<file path="src/pkg/awsc_pkg.sv">
// Shared constants and types for the task-file write and SMART command block
package awsc_pkg;
  // ------------------------------------------------------------
  // Register offsets (byte addresses)
  // ------------------------------------------------------------
  localparam logic [7:0] OFS_CMD = 8'h00;
  localparam logic [7:0] OFS_FEAT = 8'h04;
  localparam logic [7:0] OFS_SCNT = 8'h08;
  localparam logic [7:0] OFS_SNUM = 8'h0C;
  localparam logic [7:0] OFS_CYLL = 8'h10;
  localparam logic [7:0] OFS_CYLH = 8'h14;
  localparam logic [7:0] OFS_DH = 8'h18;
  localparam logic [7:0] OFS_STAT = 8'h1C;
  localparam logic [7:0] OFS_ERR = 8'h20;
  localparam logic [7:0] OFS_DATA = 8'h24;
  localparam logic [7:0] OFS_SMART = 8'h28;
  // ------------------------------------------------------------
  // Command and feature codes
  // ------------------------------------------------------------
  localparam logic [7:0] CMD_WRITE = 8'h30;
  localparam logic [7:0] CMD_WRITE_NE = 8'h38;
  localparam logic [7:0] CMD_SMART = 8'hB0;
  localparam logic [7:0] FEAT_RD_DATA = 8'hD0;
  localparam logic [7:0] FEAT_RD_THR = 8'hD1;
  localparam logic [7:0] FEAT_AUTOSAVE = 8'hD2;
  localparam logic [7:0] FEAT_SAVE = 8'hD3;
  localparam logic [7:0] FEAT_OFFLINE = 8'hD4;
  localparam logic [7:0] FEAT_ENABLE = 8'hD8;
  localparam logic [7:0] FEAT_DISABLE = 8'hD9;
  localparam logic [7:0] FEAT_STATUS = 8'hDA;
  localparam logic [7:0] SIG_CYLL_OK = 8'h4F;
  localparam logic [7:0] SIG_CYLH_OK = 8'hC2;
  localparam logic [7:0] SIG_CYLL_BAD = 8'hF4;
  localparam logic [7:0] SIG_CYLH_BAD = 8'h2C;
  // ------------------------------------------------------------
  // Field positions and sizes
  // ------------------------------------------------------------
  localparam int unsigned STB_BSY = 7;
  localparam int unsigned STB_DRDY = 6;
  localparam int unsigned STB_DF = 5;
  localparam int unsigned STB_DSC = 4;
  localparam int unsigned STB_DRQ = 3;
  localparam int unsigned STB_ERR = 0;
  localparam int unsigned ERB_ABRT = 2;
  localparam int unsigned DHB_LBA = 6;
  localparam int unsigned DHB_DRV = 4;
  localparam logic [7:0] DH_FIXED = 8'hA0;
  localparam int unsigned SMB_EN = 16;
  localparam logic [9:0] SECT_MAX = 10'h100;
  localparam logic [6:0] LAST_WORD = 7'h7F;
  localparam logic [15:0] THR_RST = 16'h0010;
  // ------------------------------------------------------------
  // Types
  // ------------------------------------------------------------
  typedef enum logic [1:0] {SOP_OTHER, SOP_ENABLE, SOP_DISABLE, SOP_STATUS} awsc_sop_t;
  typedef enum logic [2:0] {ST_IDLE, ST_EXEC, ST_DRQ, ST_PROG} awsc_state_t;
endpackage

</file>
<file path="src/pkg/awsc_core_if.sv">
// Signals between the command core, its address counter and its SMART decoder
`timescale 1ns/1ps
interface awsc_core_if;
  import awsc_pkg::*;
  logic [27:0] lba;
  logic [9:0] left;
  logic [27:0] lba_inc;
  logic [9:0] left_dec;
  logic last;
  logic [7:0] feature;
  logic smart_en;
  awsc_sop_t op;
  logic abort;
  modport main_mp(output lba, left, feature, smart_en, input lba_inc, left_dec, last, op, abort);
  modport ctr_mp(input lba, left, output lba_inc, left_dec, last);
  modport dec_mp(input feature, smart_en, output op, abort);
endinterface

</file>
<file path="src/rtl/awsc_lba_ctr.sv">
// Next sector address and residual count for multi-sector writes
`timescale 1ns/1ps
module awsc_lba_ctr
  import awsc_pkg::*;
(
  awsc_core_if.ctr_mp cif
);
  assign cif.lba_inc = cif.lba + 28'h0000001;
  assign cif.left_dec = cif.left - 10'h001;
  assign cif.last = (cif.left == 10'h001);
endmodule // awsc_lba_ctr

</file>
<file path="src/rtl/awsc_smart_dec.sv">
// SMART subcommand decoder
`timescale 1ns/1ps
module awsc_smart_dec
  import awsc_pkg::*;
(
  awsc_core_if.dec_mp cif
);
  wire f_en = (cif.feature == FEAT_ENABLE);
  wire f_dis = (cif.feature == FEAT_DISABLE);
  wire f_st = (cif.feature == FEAT_STATUS);
  wire f_other = (cif.feature == FEAT_RD_DATA) || (cif.feature == FEAT_RD_THR) ||
                 (cif.feature == FEAT_AUTOSAVE) || (cif.feature == FEAT_SAVE) ||
                 (cif.feature == FEAT_OFFLINE);
  wire known = f_en || f_dis || f_st || f_other;
  // Unknown codes abort; while disabled only the enable code gets through
  assign cif.abort = !known || (!cif.smart_en && !f_en);
  assign cif.op = f_en ? SOP_ENABLE : f_dis ? SOP_DISABLE : f_st ? SOP_STATUS : SOP_OTHER;
endmodule // awsc_smart_dec

</file>
<file path="src/rtl/awsc_top.sv">
// Task-file command core: sector writes and SMART subcommands behind APB
// ------------------------------------------------------------
// Summary of operation
// - Command 30h writes 1 to 256 sectors
// - Sector count zero means 256 sectors
// - Write starts at task-file sector address
// - Accept: BSY, then DRQ with BSY clear
// - No interrupt before first data block
// - Full sector: BSY set, DRQ cleared
// - Next sector ready: DRQ, interrupt
// - Last sector: BSY until done, then interrupt
// - Error stops write, address kept there
// - Command 38h writes without implied erase
// - Unerased sector falls back to normal write
// - Features register selects SMART subcommand
// - Unsupported SMART feature aborts
// - D8h enables SMART, D9h disables it
// - SMART enable state kept nonvolatile
// - Spares below threshold: F4h / 2Ch
// - Otherwise: 4Fh / C2h
// ------------------------------------------------------------
//
// The placing of the registers and the APB slave port were chosen for this implementation.
`timescale 1ns/1ps
module awsc_top
  import awsc_pkg::*;
#(
  parameter logic DRIVE_ID = 1'b0
) (
  input wire logic pclk,
  input wire logic presetn,
  input wire logic psel,
  input wire logic penable,
  input wire logic pwrite,
  input wire logic [7:0] paddr,
  input wire logic [31:0] pwdata,
  output logic [31:0] prdata,
  output logic pready,
  output logic pslverr,
  output logic intrq,
  output logic [31:0] sec_wdata,
  output logic sec_wvalid,
  output logic wr_req,
  output logic [27:0] wr_lba,
  output logic wr_no_erase,
  input wire logic wr_done,
  input wire logic wr_err,
  input wire logic sector_erased,
  input wire logic [15:0] spare_blocks,
  input wire logic nv_smart_en,
  output logic nv_smart_wr,
  output logic nv_smart_val
);
  // ------------------------------------------------------------
  // Task file and state
  // ------------------------------------------------------------
  awsc_state_t st_r, st_nxt;
  logic [7:0] cmd_r, feat_r, scnt_r, snum_r, cyll_r, cylh_r, dh_r, err_r;
  logic [9:0] left_r;
  logic [6:0] word_r;
  logic [15:0] thr_r;
  logic smart_en_r, loaded_r, df_r, errst_r, no_erase_cmd_r;
  logic intrq_r, wr_req_r, wvalid_r, nv_wr_r;
  logic [31:0] wdata_r, prdata_r;
  awsc_core_if cif();

  awsc_lba_ctr u_ctr (
    .cif(cif.ctr_mp)
  );
  awsc_smart_dec u_dec (
    .cif(cif.dec_mp)
  );

  // ------------------------------------------------------------
  // Decode
  // ------------------------------------------------------------
  wire setup = psel && !penable;
  wire acc_wr = psel && penable && pwrite;
  wire acc_rd = psel && penable && !pwrite;
  wire sel_cmd = (paddr == OFS_CMD);
  wire sel_feat = (paddr == OFS_FEAT);
  wire sel_scnt = (paddr == OFS_SCNT);
  wire sel_snum = (paddr == OFS_SNUM);
  wire sel_cyll = (paddr == OFS_CYLL);
  wire sel_cylh = (paddr == OFS_CYLH);
  wire sel_dh = (paddr == OFS_DH);
  wire sel_stat = (paddr == OFS_STAT);
  wire sel_err = (paddr == OFS_ERR);
  wire sel_data = (paddr == OFS_DATA);
  wire sel_smart = (paddr == OFS_SMART);
  wire mapped = sel_cmd || sel_feat || sel_scnt || sel_snum || sel_cyll || sel_cylh ||
                sel_dh || sel_stat || sel_err || sel_data || sel_smart;
  wire busy = (st_r == ST_EXEC) || (st_r == ST_PROG);
  wire drq = (st_r == ST_DRQ);
  // Task file is locked while a command runs so the failing address stays put
  wire tf_wr = acc_wr && (st_r == ST_IDLE);
  wire drive_hit = (dh_r[DHB_DRV] == DRIVE_ID);
  wire cmd_go = tf_wr && sel_cmd && drive_hit;
  wire is_write = (cmd_r == CMD_WRITE) || (cmd_r == CMD_WRITE_NE);
  wire is_smart = (cmd_r == CMD_SMART);
  // Signature check; a host that skips it gets an abort
  wire sig_ok = (cyll_r == SIG_CYLL_OK) && (cylh_r == SIG_CYLH_OK);
  wire smart_bad = !sig_ok || cif.abort;
  wire exceeded = (spare_blocks < thr_r);
  wire data_wr = acc_wr && sel_data && drq;
  wire sect_full = data_wr && (word_r == LAST_WORD);
  // Status byte built from the field positions
  logic [7:0] status;
  always_comb begin
    status = 8'h00;
    status[STB_BSY] = busy;
    status[STB_DRDY] = !busy;
    status[STB_DF] = df_r;
    status[STB_DSC] = 1'b1;
    status[STB_DRQ] = drq;
    status[STB_ERR] = errst_r;
  end
  wire [7:0] dh_view = dh_r | DH_FIXED;

  assign cif.lba = {dh_r[3:0], cylh_r, cyll_r, snum_r};
  assign cif.left = left_r;
  assign cif.feature = feat_r;
  assign cif.smart_en = smart_en_r;

  // ------------------------------------------------------------
  // Command events
  // ------------------------------------------------------------
  // One execute cycle decides every command
  wire in_exec = (st_r == ST_EXEC);
  wire smart_run = in_exec && is_smart && !smart_bad;
  wire status_run = smart_run && (cif.op == SOP_STATUS);
  wire cmd_abort = in_exec && !is_write && (!is_smart || smart_bad);
  // A sector ends good or bad only while it is being programmed
  wire in_prog = (st_r == ST_PROG);
  wire sect_ok = in_prog && wr_done && !wr_err;
  wire sect_bad = in_prog && wr_err;
  // Raise beats the clear of a status read in the same cycle
  wire irq_set = sect_ok || sect_bad || (in_exec && !is_write);
  wire irq_clr = cmd_go || (acc_rd && sel_stat);

  // ------------------------------------------------------------
  // Next state
  // ------------------------------------------------------------
  always_comb begin
    st_nxt = st_r;
    unique case (st_r)
      ST_IDLE: begin
        if (cmd_go) begin
          st_nxt = ST_EXEC;
        end
      end
      ST_EXEC: begin
        if (is_write) begin
          st_nxt = ST_DRQ;
        end else begin
          st_nxt = ST_IDLE;
        end
      end
      ST_DRQ: begin
        if (sect_full) begin
          st_nxt = ST_PROG;
        end
      end
      ST_PROG: begin
        if (wr_err) begin
          st_nxt = ST_IDLE;
        end else if (wr_done) begin
          st_nxt = cif.last ? ST_IDLE : ST_DRQ;
        end
      end
    endcase
  end

  // ------------------------------------------------------------
  // Sequencer
  // ------------------------------------------------------------
  always_ff @(posedge pclk or negedge presetn) begin
    if (!presetn) begin
      st_r <= ST_IDLE;
      word_r <= 7'h00;
      left_r <= 10'h000;
      wr_req_r <= 1'b0;
      no_erase_cmd_r <= 1'b0;
    end else begin
      st_r <= st_nxt;
      wr_req_r <= sect_full;
      if (st_r == ST_EXEC) begin
        left_r <= (scnt_r == 8'h00) ? SECT_MAX : {2'b00, scnt_r};
        no_erase_cmd_r <= (cmd_r == CMD_WRITE_NE);
      end
      if (st_r != ST_DRQ) begin
        word_r <= 7'h00;
      end else if (data_wr) begin
        word_r <= word_r + 7'h01;
      end
      if (sect_ok) begin
        left_r <= cif.left_dec;
      end
    end
  end

  // ------------------------------------------------------------
  // Task-file registers
  // ------------------------------------------------------------
  always_ff @(posedge pclk or negedge presetn) begin
    if (!presetn) begin
      cmd_r <= 8'h00;
      feat_r <= 8'h00;
      scnt_r <= 8'h00;
      snum_r <= 8'h00;
      cyll_r <= 8'h00;
      cylh_r <= 8'h00;
      dh_r <= DH_FIXED;
      thr_r <= THR_RST;
    end else if (tf_wr) begin
      if (sel_cmd) cmd_r <= pwdata[7:0];
      if (sel_feat) feat_r <= pwdata[7:0];
      if (sel_scnt) scnt_r <= pwdata[7:0];
      if (sel_snum) snum_r <= pwdata[7:0];
      if (sel_cyll) cyll_r <= pwdata[7:0];
      if (sel_cylh) cylh_r <= pwdata[7:0];
      if (sel_dh) dh_r <= pwdata[7:0];
      if (sel_smart) thr_r <= pwdata[15:0];
    end else if (status_run) begin
      cyll_r <= exceeded ? SIG_CYLL_BAD : SIG_CYLL_OK;
      cylh_r <= exceeded ? SIG_CYLH_BAD : SIG_CYLH_OK;
    end else if (sect_ok) begin
      // Address advances only after a good sector, so an error leaves it on the bad one
      {dh_r[3:0], cylh_r, cyll_r, snum_r} <= cif.lba_inc;
      scnt_r <= cif.left_dec[7:0];
    end
  end

  // ------------------------------------------------------------
  // Status, error and interrupt
  // ------------------------------------------------------------
  always_ff @(posedge pclk or negedge presetn) begin
    if (!presetn) begin
      err_r <= 8'h00;
      errst_r <= 1'b0;
      df_r <= 1'b0;
      intrq_r <= 1'b0;
    end else begin
      if (cmd_go) begin
        err_r <= 8'h00;
        errst_r <= 1'b0;
        df_r <= 1'b0;
      end else if (cmd_abort) begin
        err_r[ERB_ABRT] <= 1'b1;
        errst_r <= 1'b1;
      end else if (sect_bad) begin
        err_r[ERB_ABRT] <= 1'b1;
        errst_r <= 1'b1;
        df_r <= 1'b1;
      end
      if (irq_set) begin
        intrq_r <= 1'b1;
      end else if (irq_clr) begin
        intrq_r <= 1'b0;
      end
    end
  end

  // ------------------------------------------------------------
  // SMART enable, kept in nonvolatile storage
  // ------------------------------------------------------------
  always_ff @(posedge pclk or negedge presetn) begin
    if (!presetn) begin
      smart_en_r <= 1'b0;
      loaded_r <= 1'b0;
      nv_wr_r <= 1'b0;
    end else begin
      loaded_r <= 1'b1;
      nv_wr_r <= 1'b0;
      if (!loaded_r) begin
        smart_en_r <= nv_smart_en;
      end else if (smart_run) begin
        if (cif.op == SOP_ENABLE) begin
          smart_en_r <= 1'b1;
          nv_wr_r <= 1'b1;
        end else if (cif.op == SOP_DISABLE) begin
          smart_en_r <= 1'b0;
          nv_wr_r <= 1'b1;
        end
      end
    end
  end

  // ------------------------------------------------------------
  // Sector data stream to the flash path
  // ------------------------------------------------------------
  always_ff @(posedge pclk or negedge presetn) begin
    if (!presetn) begin
      wdata_r <= 32'h0000_0000;
      wvalid_r <= 1'b0;
    end else begin
      wvalid_r <= data_wr;
      if (data_wr) wdata_r <= pwdata;
    end
  end

  // ------------------------------------------------------------
  // APB read data, captured in the setup cycle
  // ------------------------------------------------------------
  logic [31:0] rd_mux;
  always_comb begin
    rd_mux = 32'h0000_0000;
    if (sel_feat) rd_mux[7:0] = feat_r;
    if (sel_scnt) rd_mux[7:0] = scnt_r;
    if (sel_snum) rd_mux[7:0] = snum_r;
    if (sel_cyll) rd_mux[7:0] = cyll_r;
    if (sel_cylh) rd_mux[7:0] = cylh_r;
    if (sel_dh) rd_mux[7:0] = dh_view;
    if (sel_stat) rd_mux[7:0] = status;
    if (sel_err) rd_mux[7:0] = err_r;
    if (sel_smart) rd_mux = {15'h0000, smart_en_r, thr_r};
  end

  always_ff @(posedge pclk or negedge presetn) begin
    if (!presetn) begin
      prdata_r <= 32'h0000_0000;
    end else if (setup) begin
      prdata_r <= pwrite ? 32'h0000_0000 : rd_mux;
    end
  end

  assign prdata = prdata_r;
  assign pready = 1'b1;
  assign pslverr = psel && penable && !mapped;
  assign intrq = intrq_r;
  assign sec_wdata = wdata_r;
  assign sec_wvalid = wvalid_r;
  assign wr_req = wr_req_r;
  assign wr_lba = cif.lba;
  // Falls back to an ordinary write when the target is not erased
  assign wr_no_erase = no_erase_cmd_r && sector_erased;
  assign nv_smart_wr = nv_wr_r;
  assign nv_smart_val = smart_en_r;
endmodule // awsc_top
</file>
<file path="config.mk">
export PLATFORM = sky130hd
export DESIGN_NAME = awsc_top
export DESIGN_NICKNAME = d
export VERILOG_FILES = /design/src/pkg/awsc_pkg.sv /design/src/pkg/awsc_core_if.sv /design/src/rtl/awsc_lba_ctr.sv /design/src/rtl/awsc_smart_dec.sv /design/src/rtl/awsc_top.sv
export SDC_FILE = /design/constraint.sdc
export NUM_CORES = 1
export LEC_CHECK = 0
export ABC_CLOCK_PERIOD_IN_PS = 2500
export BUFFER_PORTS_ARGS = -buffer_cell sky130_fd_sc_hd__buf_2
export CAP_MARGIN = 5
export CELL_PAD_IN_SITES_DETAIL_PLACEMENT = 1
export CELL_PAD_IN_SITES_GLOBAL_PLACEMENT = 1
export CORE_ASPECT_RATIO = 1.1
export CORE_MARGIN = 4
export CORE_UTILIZATION = 43
export CTS_CLUSTER_SIZE = 40
export DETAILED_ROUTE_END_ITERATION = 10
export GPL_TIMING_DRIVEN = 0
export HOLD_SLACK_MARGIN = 0.08
export PLACE_DENSITY = 0.8
export SLEW_MARGIN = 20
export SYNTH_ARGS = -nofsm -noshare
export SYNTH_HDL_FRONTEND = slang
export SYNTH_SLANG_ARGS = --single-unit
export TNS_END_PERCENT = 5
</file>
<file path="constraint.sdc">
create_clock -name pclk -period 2.5 [get_ports pclk]
set_input_delay 0.25 -clock pclk [delete_from_list [all_inputs] [get_ports pclk]]
set_output_delay 0.25 -clock pclk [all_outputs]
set_load 0.05 [all_outputs]
</file>
Word level (Yosys, flattened, before mapping)
Cells that the tools add are included.
{ "word_totals": {"reg_bits": 164, "in_bits": 65, "output_inout_bits": 100, "elab_cells": 216} }
{ "classes": {"add_sub_neg": 3, "n_lt_le_gt_ge": 1, "n_eq_ne": 44, "muxes": 62, "bitwise": 1, "reduce_logical": 82} }
{ "op_table": {"columns": ["operator", "n"], "rows": [
  ["$mux 8", 26],
  ["$eq 8x8->1 const B", 10],
  ["$eq 8x6->1 const B", 5],
  ["$eq 8x5->1 const B", 4],
  ["$mux 32", 1],
  ["$add 28x1->28 const B", 1],
  ["$logic_or 1x1->1", 25],
  ["$logic_and 1x1->1", 23],
  ["$mux 10", 2],
  ["$mux 17", 1],
  ["$eq 8x4->1 const B", 2],
  ["$logic_not 8->1", 2],
  ["$lt 16x16->1", 1],
  ["$mux 4", 4],
  ["$ne 2x2->1 const B", 8],
  ["$reduce_and 2->1", 8],
  ["$mux 1", 15],
  ["$mux 7", 2],
  ["$logic_not 1->1", 12],
  ["$mux 3", 4],
  ["$pmux 3 s4", 1],
  ["$reduce_and 3->1", 4],
  ["$eq 10x1->1 const B", 1],
  ["$mux 2", 5],
  ["18 further kinds", 26]
]} }

Longest topological paths before layout
{ "depth": {"word_depth": 14, "depth_mapped": 9, "depth_no_buf": 9} }

Hierarchy
A second synthesis with hierarchy kept.
{ "unflattened": {"cells_unflattened": 826, "hier_area_um2": 8229.1} }
{ "by_module_without_submodules": {"columns": ["module", "instances", "cells_each", "area_each_um2", "seq_area_each_um2"], "rows": [
  ["awsc_top", 1, 712, 7463.4, 3679.8],
  ["awsc_lba_ctr", 1, 104, 695.7, 0.0],
  ["awsc_smart_dec", 1, 10, 70.1, 0.0]
]} }

Worst setup path after synthesis
Ideal clock, no wire load.
{ "synth_timing": {"path_kind": "register to register", "from": "register cyll_r[0]", "to": "register cylh_r[6]", "setup_time_ps": 92, "t_arrival_ps": 2442, "required_ps": 2408, "path_slack_ps": -33, "path_stages_with_launch": 9, "path_buffers": 1, "synth_period_minus_slack_ps": 2533, "path_cell_list": "dfrtp_1 -> buf_2 -> and4_2 -> nand3_1 -> nor4_4 -> nand4_4 -> or3_4 -> o211a_1 -> o31ai_2"} }
{ "synth_between": {"elab_chain_cells": 9, "elab_cells_between_ends": 13, "cone_classes": "add/sub: 1; eq/ne: 1; mux: 3; reduce/logical: 8"} }
{ "synth_rtl": {"columns": ["item", "line_no", "text"], "rows": [
  ["start: declaration", "awsc_top.sv:58", "logic [7:0] cmd_r, feat_r, scnt_r, snum_r, cyll_r, cylh_r, dh_r, err_r;"],
  ["start signal: assignment", "awsc_top.sv:220", "if (sel_cyll) cyll_r <= pwdata[7:0];"],
  ["start signal: assignment", "awsc_top.sv:225", "cyll_r <= exceeded ? SIG_CYLL_BAD : SIG_CYLL_OK;"],
  ["start signal: assignment", "awsc_top.sv:229", "{dh_r[3:0], cylh_r, cyll_r, snum_r} <= cif.lba_inc;"],
  ["parallel branches: the longest is 9 deep, another holds $add 28x1->28", null, null],
  ["end signal: assignment", "awsc_top.sv:221", "if (sel_cylh) cylh_r <= pwdata[7:0];"],
  ["end signal: assignment", "awsc_top.sv:226", "cylh_r <= exceeded ? SIG_CYLH_BAD : SIG_CYLH_OK;"],
  ["end signal: assignment", "awsc_top.sv:229", null],
  ["end: declaration", "awsc_top.sv:58", null]
]} }
Several ways; the timed one is not identified. The select of a mux whose other input is x is not followed.
A chain may end at the register's enable or synchronous reset.

Worst setup path after layout
{ "layout_timing": {"from": "register cylh_r[2]", "to": "register cylh_r[6]"} }
{ "layout_between": {"elab_chain_cells": 9, "elab_cells_between_ends": 13, "cone_classes": "add/sub: 1; eq/ne: 1; mux: 3; reduce/logical: 8"} }
{ "layout_rtl": {"columns": ["item"], "rows": [
  ["parallel branches: the longest is 9 deep, another holds $add 28x1->28"]
]} }
Several ways; the timed one is not identified. The select of a mux whose other input is x is not followed.

==> flow_metrics.tcl <==
set metrics [dict create \
    wl_met1_um 11500 \
    instances_no_fill 1233 \
    p_switching_mw 1.63 \
    fillers 1995 \
    violations "setup timing" \
    coreArea_um2 17900 \
    clk_latency_ns 0.45 \
    drt-initial-drc-count 679 \
    swShare_pct 29.4 \
    dr.pass1.iters 6 \
    syn2layout_area_growth_pct 27.9 \
    routed_wl_um 30200 \
    wl_met2_um 15600 \
    diodes 0 \
    antenna_found_initial 0 \
    vias 7436 \
    intPower_mw 3.91 \
    post-synth-top-count-cell "dfrtp_1" \
    end_kind "flop" \
    synth_cells 765 \
    hold_viol_final 0 \
    yosysSeqAreaShare_pct 46.6 \
    synth.area.top_cells "dfrtp_1 46%, mux2_2 10%, ha_1 3.0%" \
    hold_depth 3 \
    reg2reg_slack_ns -0.10 \
    max-vdd-ir-drop_uv 496 \
    grt_usage_pct 29.5 \
    power_frac_comb_pct 8.1 \
    arrival_ns 2.92 \
    yosys.area.top_type "dfrtp_1" \
    async_flop_share_pct 100 \
    pin_count 165 \
    worst_slack_ns -0.104 \
    dp_cells 1166 \
    route.detailed.drc 0 \
    critical_path_class "flop to flop" \
    r2r_end "cylh_r[6]" \
    cp.required_ns 2.82 \
    yosys_warnings 0 \
    die_y_um 150 \
    core.rowCount 51 \
    power.density_nw_per_um2 549 \
    regArea_um2 3690 \
    io_buffers 147 \
    synth.avg_cell_area_um2 10.3 \
    rr_worst_depth 8 \
    pre_cts_ws_ns -0.308 \
    ys_ff_latch 147 \
    hp-start "nv_smart_en" \
    die-area_um2 20600 \
    route.met3.wl_um 2250 \
    relSlewSlack_pct 41.8 \
    r2r_start "cylh_r[2]" \
    setup_viol 13 \
    holdCritPathClass "primary input to flop" \
    fin_crit_ns 2.60 \
    fin_skew_ns 0.0137 \
    outcome "finished with violations" \
    start_util_pct 44.2 \
    clk_pin_slew_ns 0.08 \
    crit_path_max_fanout 10 \
    fp.dieW_um 137 \
    pwr-share-seq_pct 43.7 \
    max-cap-violations 0 \
    numClockSinks 147 \
    cts_tree "done" \
    critPathLaunchType "flop" \
    ant_nets 0 \
    numCtsBuffers 17 \
    grt_max_degree 94 \
    grt.overflow.total 0 \
    cts_buffer_depth 2 \
    top_layer_used "met4" \
    timing.fmax_mhz 384 \
    p_leak_nw 4.85 \
    htreeDepth 4 \
    grt_first_pass_wirelength_um 45800 \
    nNetsFinal 1066 \
    clockRootBuffer "clkbuf_16" \
    vias_per_cell 6.03 \
    place_area_um2 9020 \
    synth.distinct_cells 69 \
    finalCritPeriodShare_pct 104 \
    synth_top_area_share_pct 46.3 \
    drive_above_1_share_pct 34.1 \
    final_max_slew_viol_count 0 \
    wl_per_cell_um 24.5 \
    rsz0062_at_grt "yes" \
    final_area_um2 10100 \
    synthFlopType "dfrtp_1" \
    hold_slack_ns 0.0893 \
    place_congestion 0.946 \
    grt_pass1_vias 7847 \
    dp_hpwl_um 19600 \
    clkPwrFrac_pct 48.2 \
    min_to "nv_smart_val" \
    tightestPinTransition_ns 0.868 \
    synth_area_um2 7890 \
    synth_edf_count 0 \
    synth_common_cells "146 x dfrtp_1, 71 x mux2_2, 63 x nand2_1" \
    fin_util_pct 56.5 \
    multiInputGateArea_um2 4000 \
]
worst max-delay path, stage by stage, from the launching register on:
cell	delay, ns
dfrtp_2	0.51
nor4_1	0.51
nand4_1	0.28
nor4_4	0.34
buf_4	0.21
a211oi_1	0.09
clkbuf_8	0.24
o21ai_0	0.21
o31ai_2	0.09
kinds of logic after synthesis:
group / count (synthesis) / synth area share [%]
buffers and inverters: 74 / 4.84
XOR/XNOR: 16 / 1.78
AO/OA/AOI/OAI: 187 / 16.0
adder cells (fa/ha/maj): 19 / 3.01
AND/OR/NAND/NOR: 245 / 17.0
other: 2 / 0.0952
multiplexers: 75 / 10.6
flip-flops: 147 / 46.6
power by group through the flow:
stage / clock network, mW / registers [mW] / logic, mW
final: 2.67 / 2.42 / 0.447
after global routing: 2.81 / 2.42 / 0.481
after CTS: 2.66 / 2.42 / 0.435
after detailed placement: 0 / 2.47 / 0.398
after global placement: 0 / 2.46 / 0.382
after floorplan: 0 / 2.48 / 0.191
placed cells by master, fill, tap and decap left out, drive strengths merged, types with 9 or more instances in the layout:
master and count:
dlygate4sd3 25, a22oi 19, mux2 71, ha 19, nand4 19, conb 17
a21oi 41, nor3 11, nor4 9, a22o 18, nor2 62, nand2 63
a31oi 15, o21ai 35, clkbuf 41, inv 32, nand3 24, buf 183
dfrtp 146
sequential cells by signal, indices dropped and copies added, names as in the netlist, 6 cells and up:
register / count
thr_r: 16
cyll_r: 8
cylh_r: 8
prdata: 17
word_r: 7
cif.left: 10
snum_r: 8
sec_wdata: 32
cmd_r: 8
scnt_r: 8
cif.feature: 8
dh_r: 6
what timing repair did:
item | CTS | global route
gates resized for setup | 18 | 21
gates cloned | 0 | 0
hold buffers | 25 | 0
pin swaps | 1 | 4
setup endpoints to repair | 43 | 44
setup buffers | 0 | 10
endpoints found under the hold margin | 86 | 0
cell type report:
cell class	instances	area share, %
Tap cell	238	2.95
Buffer	49	2.98
Clock inverter	15	1.82
Sequential cell	147	36.6
Inverter	25	0.930
Timing Repair Buffer	183	10.9
Multi-Input combinational cell	559	39.6
Clock buffer	17	4.21
stage by stage:
| step | TNS (ns) | total power [mW] |
|---|---|---|
| floorplan | 0 | 2.67 |
| global placement | -167.06 | 2.85 |
| detailed placement | -8.74 | 2.86 |
| CTS | -0.310 | 5.52 |
| global route | -2.32 | 5.71 |
| finish | -0.617 | 5.54 |
worst max-delay path by stage:
stage,startpoint,cells after the start,to,slack (ns)
2_1_floorplan,cylh_r[1],7,cylh_r[6],0.0009
3_3_place_gp,presetn,1,cyll_r[0],-1.36
3_5_place_dp,pwrite,7,dh_r[3],-0.31
4_1_cts,cyll_r[4],7,cylh_r[6],-0.10
5_1_grt,cylh_r[4],8,cylh_r[6],-0.21
6_report,cylh_r[2],8,cylh_r[6],-0.10
routing by layer:
metal | track usage (%) | vias to the layer above
met5 | 0 | -
met4 | 10.9 | 0
met3 | 5.72 | 76
met2 | 50.8 | 385
met1 | 36.6 | 3730
li1 | - | 3245
Note: power is estimated with default switching activity, not from simulation.
